File: config.mk
export PLATFORM = sky130hd
export DESIGN_NAME = isd_select_decode
export DESIGN_NICKNAME = d
export VERILOG_FILES = /design/src/verilog/isd_range_match.v /design/src/verilog/isd_select_decode.v
export VERILOG_INCLUDE_DIRS = /design/src /design/src/inc
export SDC_FILE = /design/constraint.sdc
export NUM_CORES = 1
export LEC_CHECK = 0
export ABC_AREA = 1
export BUFFER_PORTS_ARGS = -buffer_cell sky130_fd_sc_hd__clkbuf_2
export CORE_AREA = 2 2 41 50
export CTS_CLUSTER_SIZE = 25
export DETAILED_ROUTE_END_ITERATION = 8
export DIE_AREA = 0 0 43 52
export GPL_TIMING_DRIVEN = 0
export PLACE_DENSITY = 0.72
export SKIP_CTS_REPAIR_TIMING = 1
export SLEW_MARGIN = 30
export SYNTH_ARGS = -nofsm -noshare
export SYNTH_HDL_FRONTEND = slang
export SYNTH_SLANG_ARGS = --single-unit
File: constraint.sdc
create_clock -name mclk -period 1.17 [get_ports mclk]
set_input_delay 0.117 -clock mclk [delete_from_list [all_inputs] [get_ports mclk]]
set_output_delay 0.117 -clock mclk [all_outputs]
set_load 0.1 [all_outputs]
File: src/inc/isd_defines.vh
// Address ranges, masks and strap reset values for the IDE select decode
`ifndef ISD_DEFINES_VH
`define ISD_DEFINES_VH

`define ISD_ADDR_W          10
`define ISD_PRI_TASK_BASE   10'h1f0
`define ISD_SEC_TASK_BASE   10'h170
`define ISD_TASK_MASK       10'h3f8
`define ISD_PRI_CTRL_BASE   10'h3f6
`define ISD_SEC_CTRL_BASE   10'h376
`define ISD_CTRL_MASK       10'h3fe
`define ISD_NARROW_BASE     10'h320
`define ISD_NARROW_MASK     10'h3fc
`define ISD_STRAP_RST       1'h0
`define ISD_SERIAL_RST      2'h0

`endif

File: src/verilog/isd_range_match.v
// Masked address comparator used for every decoded window
`timescale 1ns/100ps
module isd_range_match #(
  parameter AW = 10
) (
  // Address and window
  input  wire [AW-1:0] addr,
  input  wire [AW-1:0] base,
  input  wire [AW-1:0] mask,
  // Result
  output wire          hit
);

  // Compare only bits kept by the mask
  assign hit = ((addr & mask) == (base & mask));

endmodule

File: src/verilog/isd_select_decode.v
// IDE chip select and byte enable decode with adapter strap capture
`timescale 1ns/100ps
`include "isd_defines.vh"
module isd_select_decode #(
  parameter AW = `ISD_ADDR_W
) (
  // Clock and reset
  input  wire          mclk,
  input  wire          rst_b,
  // Host I/O cycle
  input  wire [AW-1:0] host_addr,
  input  wire          host_io_cycle,
  input  wire          host_dma_ack,
  // Configuration
  input  wire          ide_enable,
  input  wire          wide_style,
  input  wire          secondary_set,
  input  wire          adapter_mode,
  // Drive side inputs
  input  wire          wide_transfer_indicator_n,
  // Strap inputs shared with output pins
  input  wire          ide_address_strap,
  input  wire          floppy_address_strap,
  input  wire          serial_addr_strap_hi,
  input  wire          serial_addr_strap_lo,
  // Strobes to the drive
  output reg           ide_low_byte_enable_n,
  output reg           ide_high_byte_enable_n,
  output reg           drive_task_file_select_n,
  output reg           drive_control_block_select_n,
  output wire          wide_transfer_request_n,
  // Latched strap settings
  output reg           ide_addr_ctrl,
  output reg           floppy_addr_ctrl,
  output reg  [1:0]    serial_addr_sel
);

  // Synchronised pin inputs
  reg        ind_s1_ff;
  reg        ind_s2_ff;
  reg  [3:0] strap_s1_ff;
  reg  [3:0] strap_s2_ff;
  reg        dma_s1_ff;
  reg        dma_s2_ff;
  // Decoder outputs
  wire       pri_task_hit;
  wire       sec_task_hit;
  wire       pri_ctrl_hit;
  wire       sec_ctrl_hit;
  wire       narrow_hit;
  // Next values
  reg        nxt_low_n;
  reg        nxt_high_n;
  reg        nxt_task_n;
  reg        nxt_ctrl_n;
  reg        task_hit;
  reg        ctrl_hit;
  reg        cycle_live;

  // Two-flop synchronisers for pins
  always @(posedge mclk) begin
    if (!rst_b) begin
      ind_s1_ff   <= 1'h1;
      ind_s2_ff   <= 1'h1;
      dma_s1_ff   <= 1'h0;
      dma_s2_ff   <= 1'h0;
    end else begin
      ind_s1_ff   <= wide_transfer_indicator_n;
      ind_s2_ff   <= ind_s1_ff;
      dma_s1_ff   <= host_dma_ack;
      dma_s2_ff   <= dma_s1_ff;
    end
  end

  // Strap synchronisers run during reset too, so the sample is clean
  always @(posedge mclk) begin
    strap_s1_ff <= {ide_address_strap, floppy_address_strap,
                    serial_addr_strap_hi, serial_addr_strap_lo};
    strap_s2_ff <= strap_s1_ff;
  end

  // Address windows
  isd_range_match #(.AW(AW)) u_pri_task (
    .addr (host_addr),
    .base (`ISD_PRI_TASK_BASE),
    .mask (`ISD_TASK_MASK),
    .hit  (pri_task_hit)
  );
  isd_range_match #(.AW(AW)) u_sec_task (
    .addr (host_addr),
    .base (`ISD_SEC_TASK_BASE),
    .mask (`ISD_TASK_MASK),
    .hit  (sec_task_hit)
  );
  isd_range_match #(.AW(AW)) u_pri_ctrl (
    .addr (host_addr),
    .base (`ISD_PRI_CTRL_BASE),
    .mask (`ISD_CTRL_MASK),
    .hit  (pri_ctrl_hit)
  );
  isd_range_match #(.AW(AW)) u_sec_ctrl (
    .addr (host_addr),
    .base (`ISD_SEC_CTRL_BASE),
    .mask (`ISD_CTRL_MASK),
    .hit  (sec_ctrl_hit)
  );
  isd_range_match #(.AW(AW)) u_narrow (
    .addr (host_addr),
    .base (`ISD_NARROW_BASE),
    .mask (`ISD_NARROW_MASK),
    .hit  (narrow_hit)
  );

  // Strobe decode; inactive high by default
  always @* begin
    nxt_low_n  = 1'h1;
    nxt_high_n = 1'h1;
    nxt_task_n = 1'h1;
    nxt_ctrl_n = 1'h1;
    task_hit   = 1'h0;
    ctrl_hit   = 1'h0;
    cycle_live = ide_enable & (host_io_cycle | dma_s2_ff);
    if (wide_style) begin
      task_hit = secondary_set ? sec_task_hit : pri_task_hit;
      ctrl_hit = secondary_set ? sec_ctrl_hit : pri_ctrl_hit;
      if (cycle_live) begin
        nxt_low_n  = ~(task_hit | ctrl_hit);
        nxt_task_n = ~task_hit;
        nxt_ctrl_n = ~ctrl_hit;
        // Wide indicator low from drive asks for the high lane
        nxt_high_n = ~(task_hit & ~ind_s2_ff);
      end
    end else begin
      task_hit = narrow_hit;
      ctrl_hit = pri_ctrl_hit;
      if (cycle_live) begin
        nxt_low_n  = ~task_hit;
        nxt_task_n = ~task_hit;
        nxt_ctrl_n = ~ctrl_hit;
      end
      nxt_high_n = 1'h1;
    end
  end

  // Registered strobes
  always @(posedge mclk) begin
    if (!rst_b) begin
      ide_low_byte_enable_n        <= 1'h1;
      ide_high_byte_enable_n       <= 1'h1;
      drive_task_file_select_n     <= 1'h1;
      drive_control_block_select_n <= 1'h1;
    end else begin
      ide_low_byte_enable_n        <= nxt_low_n;
      ide_high_byte_enable_n       <= nxt_high_n;
      drive_task_file_select_n     <= nxt_task_n;
      drive_control_block_select_n <= nxt_ctrl_n;
    end
  end

  // Request for wide cycles mirrors the high lane enable
  assign wide_transfer_request_n = ide_high_byte_enable_n;

  // Strap capture while reset is held in adapter mode, reset values otherwise; held after release
  always @(posedge mclk) begin
    if (!rst_b) begin
      if (adapter_mode) begin
        ide_addr_ctrl    <= strap_s2_ff[3];
        floppy_addr_ctrl <= strap_s2_ff[2];
        serial_addr_sel  <= strap_s2_ff[1:0];
      end else begin
        ide_addr_ctrl    <= `ISD_STRAP_RST;
        floppy_addr_ctrl <= `ISD_STRAP_RST;
        serial_addr_sel  <= `ISD_SERIAL_RST;
      end
    end
  end

endmodule

# After elaboration in Yosys (flattened, before gate mapping)
# Index checks and enable logic that the tools add are counted.
# totals
reg_bits	20
in_bits	23
output_inout_bits	9
word_cells	40
# op_classes
eq_ne	5
muxes	10
n_bitwise	11
reduce_logical	1
# op_table
operator	n
9-bit equality test (second input constant)	2
7-bit by 6-bit equality test with 1-bit output (second input constant)	2
1-bit 2-to-1 mux	10
8-bit equality test (second input constant)	1
1-bit inverter	7
3-bit AND reduction	1
1-bit bitwise AND	2
1-bit bitwise OR	2

# Longest topological paths before layout
# logic_depth
ltp_word	6
mapped_depth	8
depth_no_buf	8

# Cells and area by module
# A second synthesis with hierarchy kept.
# hier_totals
cells_unflattened	336
area_unflattened_um2	1729.2
# modules_own_cells
module	instances	cells_each	area_per_inst_um2	seq_area_each_um2
isd_range_match	5	54	215.2	0.0
isd_select_decode	1	66	653.1	440.4

# Least setup slack after synthesis
# OpenSTA, ideal clock, no wires.
# synth_path
path_type	register -> output
start	register ide_high_byte_enable_n
end	output wide_transfer_request_n
arrival_ns	1.356
required_ns	1.053
slack_ns	-0.303
path_stages_with_launch	2
n_path_buf	1
cell_sequence	dfxtp_1 -> buf_4
# synth_rtl
element	line_no	rtl
from (decl)	isd_select_decode.v:28	output reg ide_high_byte_enable_n,
from (signal assigned)	isd_select_decode.v:154	ide_high_byte_enable_n <= nxt_high_n;
to (decl)	isd_select_decode.v:31	output wire wide_transfer_request_n,
# No word-level cell between the ends.

# Worst setup path in the final report
# layout_path
start	register ide_high_byte_enable_n
end	output wide_transfer_request_n
# No word-level cell between the ends.

==> summary by stage <==
Run status
The flow ran to the end, and the final reports show no timing, DRC or antenna violations.

Layout
Relative to the synthesized area, the layout overhead comes to 42.18%. In the final layout, the share of cells above drive strength 1 is 37.60%. The top cell types in the final layout, fill and taps aside, are nand2_1, clkbuf_2, inv_1, dfxtp_1, clkbuf_4. The most common library cell in the layout ignoring fill and taps is nand2_1. The number of antenna diodes in the final layout is 0. The net count reported at finish is 149. Once layout is complete, the utilization of the core stands at 58.54%.

Synth
The synthesized netlist occupies a cell area of 735.7 sq um. Summing the sequential cell areas from Yosys gives 59.86% of the chip area. The synthesized netlist net count is 108. The unique cell type count in the Yosys netlist is 14. In this run, synthesis produced a sequential element count of 20. After synthesis, the mean cell area works out to 8.655 sq um.

The cell count after synthesis is 85. The Yosys step of the flow raised 0 warnings.

Setup path
The signal on the critical path passes through buf_4, buf_4. In this run the number of cells on the critical path is 2. Of all nets on the critical path, the largest fanout is 2. The slowest stage of the critical path is the dfxtp_2 cell. Together, buffers and inverters on the worst path number 2. In this run the critical register-to-register path is captured at drive_task_file_select_n$_SDFF_PN1_.

The type of element capturing the critical path is an output pin. The number of cells on the worst reg-to-reg path is 7. For flop-to-flop paths, the worst setup slack is 0.15 ns. The data required time of the worst path is 1.05 ns. The critical path in this run is classified as reg -> out. The worst path arrival time is 0.99 ns. The startpoint of the most critical register-to-register path is dma_s2_ff$_SDFF_PN0_.

The delay of the slowest cell on the worst path is 0.34 ns. Following the worst setup path forward leads to its endpoint at wide_transfer_request_n. The most critical setup path has its startpoint at ide_high_byte_enable_n$_SDFF_PN1_. The library cell appearing most often on the critical path is buf_4. The worst setup path is launched from a register.

The family with the most delay on the worst path is buffers and inverters.

Clock tree
CTS built an H-tree with a depth of 1. The root buffer cell is clkbuf_4. The clock net in this run drives a total of 20 sinks. The clock latency at the later pin of the worst-skew pair is 0.30 ns.

The clock transition at the registers of the reported paths is 0.10 ns. The longest clock path from root to sink contains 2 buffers. The number of buffers created by CTS is 3.

The CTS tree is done.

Pwr
The power per standard cell area is 1441 mW/mm^2. For this design the static power due to leakage is 0.5495 nW. IR analysis of the VDD net gives a maximum drop of 1.340 mV.

Floorplanning
The floorplan step defined a die boundary enclosing 0.002236 sq mm. The vertical die dimension is 52 um. The initial core utilization is 41.18%. The die boundary width is 43 um. Pin placement for this block handled 32 I/O pins.

In this run the standard cell core region covers 0.001787 sq mm. The placement row count is 17.

Timing
Dividing the final minimum period by the clock period gives 94.58%. The post-route minimum period is 1.107 ns. The max-slew violation count came to 0. The final setup skew is 0.005346 ns. Setup repair after global routing left no endpoint under its margin.

Headroom to the max-slew limit came out at 79.84%. The tightest hold margin is 0.04995 ns. The number of endpoints with negative hold slack in the final report is 0.

The maximum frequency from static timing analysis is 903.7 MHz. Setup violations remaining at the end of the flow were counted as 0. The worst-margin pin slew is 0.3040 ns.

Drt
The final layout contains routed wiring with a total length of 1.256 mm. The remaining antenna violation count after routing is 0. Using the TritonRoute via totals, the vias-per-cell ratio works out to 4.264. The total number of vias is 614.

The routed length per instance is 8.722 um. The remaining design rule violation count is 0. The detailed router finished its first iteration with 2 violations. Before antenna repair, the detailed router went through 4 iterations.

GRT
The first global-routing pass estimated 2.021 mm of wire. The number of antenna violations at the first check in global routing is 0. The combined global-route utilization of all metal layers is 12.62%. The aggregate global routing overflow is 0. Entering global routing, the biggest net connects 13 pins. The number of global-route vias before repair came to 541.

Place
The number of buffer cells added on primary ports is 30. The congestion estimate from routability-driven global placement came to 0.7803. Once detailed placement completed, the half-perimeter wirelength came to 904.6 um.

Run
Across the run, the number of max-cap violations was 0.

Hold path
In this run the most critical hold path is launched from rst_b. In this run the worst hold path is classified as in -> reg.
-- synth_stat cells --
cell / number / area, sq um
inv_1: 15 / 56.30
nor2_1: 6 / 22.52
dfxtp_1: 16 / 320.3
buf_4: 1 / 7.510
nand3_1: 6 / 30.03
nand2_1: 22 / 82.58
edfxtp_1: 4 / 120.1
nor2_2: 5 / 31.28
nor3_1: 1 / 5.000
inv_2: 4 / 15.01
nor3_4: 1 / 16.27
a21oi_1: 1 / 5.000
or2_1: 2 / 12.51
nor2_4: 1 / 11.26
-- worst register-to-register path: stages, from the launching register on --
cell and delay, ns:
dfxtp_1 0.34, nor2_2 0.05, nor2_1 0.12, nand2_1 0.08
nor2_2 0.13, nor2_2 0.05, nor2_2 0.11, inv_1 0.05
-- per-layer routing --
layer,global-route usage [%],up-vias,routed length [um]
met5,0,-,0
met4,9.091,0,0
met3,3.125,0,69
met2,21.46,18,688
met1,13.44,265,497
li1,-,331,-
-- where the power goes --
group | switching (W) | internal, W | leakage (nW)
sequential | 0.00000767 | 0.000735 | 0.174
combinational | 0.000143 | 0.0000723 | 0.347
clock | 0.000202 | 0.000346 | 0.0279
total | 0.000353 | 0.00115 | 0.550
-- registers in the layout (all words and copies together), names as in the netlist --
signal and cells:
strap_s1_ff 4, strap_s2_ff 4, serial_addr_sel 2, dma_s1_ff 1
dma_s2_ff 1, drive_control_block_select_n 1, drive_task_file_select_n 1, floppy_addr_ctrl 1
ide_addr_ctrl 1, ide_high_byte_enable_n 1, ide_low_byte_enable_n 1, ind_s1_ff 1
ind_s2_ff 1
-- cells by family (layout without fill, tap and decap cells) --
| kind of cell | Yosys count | after routing | synth area share, % |
|---|---|---|---|
| simple gates | 44 | 44 | 28.74 |
| compound gates | 1 | 1 | 0.6796 |
| buf+inv | 20 | 60 | 10.71 |
| flops | 20 | 20 | 59.86 |
-- how the worst min path moves through the flow --
stage,endpoint,slack (ns),cells past startpoint
3_5_place_dp,strap_s1_ff[0]$_DFF_P_,0.22,1
2_1_floorplan,strap_s1_ff[0]$_DFF_P_,0.14,0
6_report,dma_s2_ff$_SDFF_PN0_,0.05,3
3_3_place_gp,strap_s1_ff[0]$_DFF_P_,0.22,1
5_1_grt,dma_s2_ff$_SDFF_PN0_,0.03,3
4_1_cts,strap_s1_ff[2]$_DFF_P_,-0.1,1
-- metrics by stage --
| step | setup TNS [ns] | instance area (sq um) | cells | setup WS (ns) | power, W |
|---|---|---|---|---|---|
| floorplan | 0 | 737.0 | 85 | 0.03124 | 0.0008914 |
| global placement | 0 | 910.9 | 134 | 0.1643 | 0.0009480 |
| detailed placement | 0 | 910.9 | 134 | 0.1664 | 0.0009529 |
| CTS | -0.4036 | 963.4 | 138 | -0.1195 | 0.001499 |
| global route | 0 | 1046 | 144 | 0.002850 | 0.001585 |
| finish | 0 | 1046 | 144 | 0.06347 | 0.001507 |
-- layout make-up --
cell class / instances / area [sq um]
sequential: 20 / 441.7
tap: 19 / 23.77
buffer: 1 / 7.507
timing repair buffer: 36 / 232.7
inverter: 19 / 71.32
clock buffer: 3 / 22.52
clock inverter: 1 / 30.03
fill: 164 / 740.7
multi-input combinational: 45 / 216.5
Power figures use the tool's default switching activity.
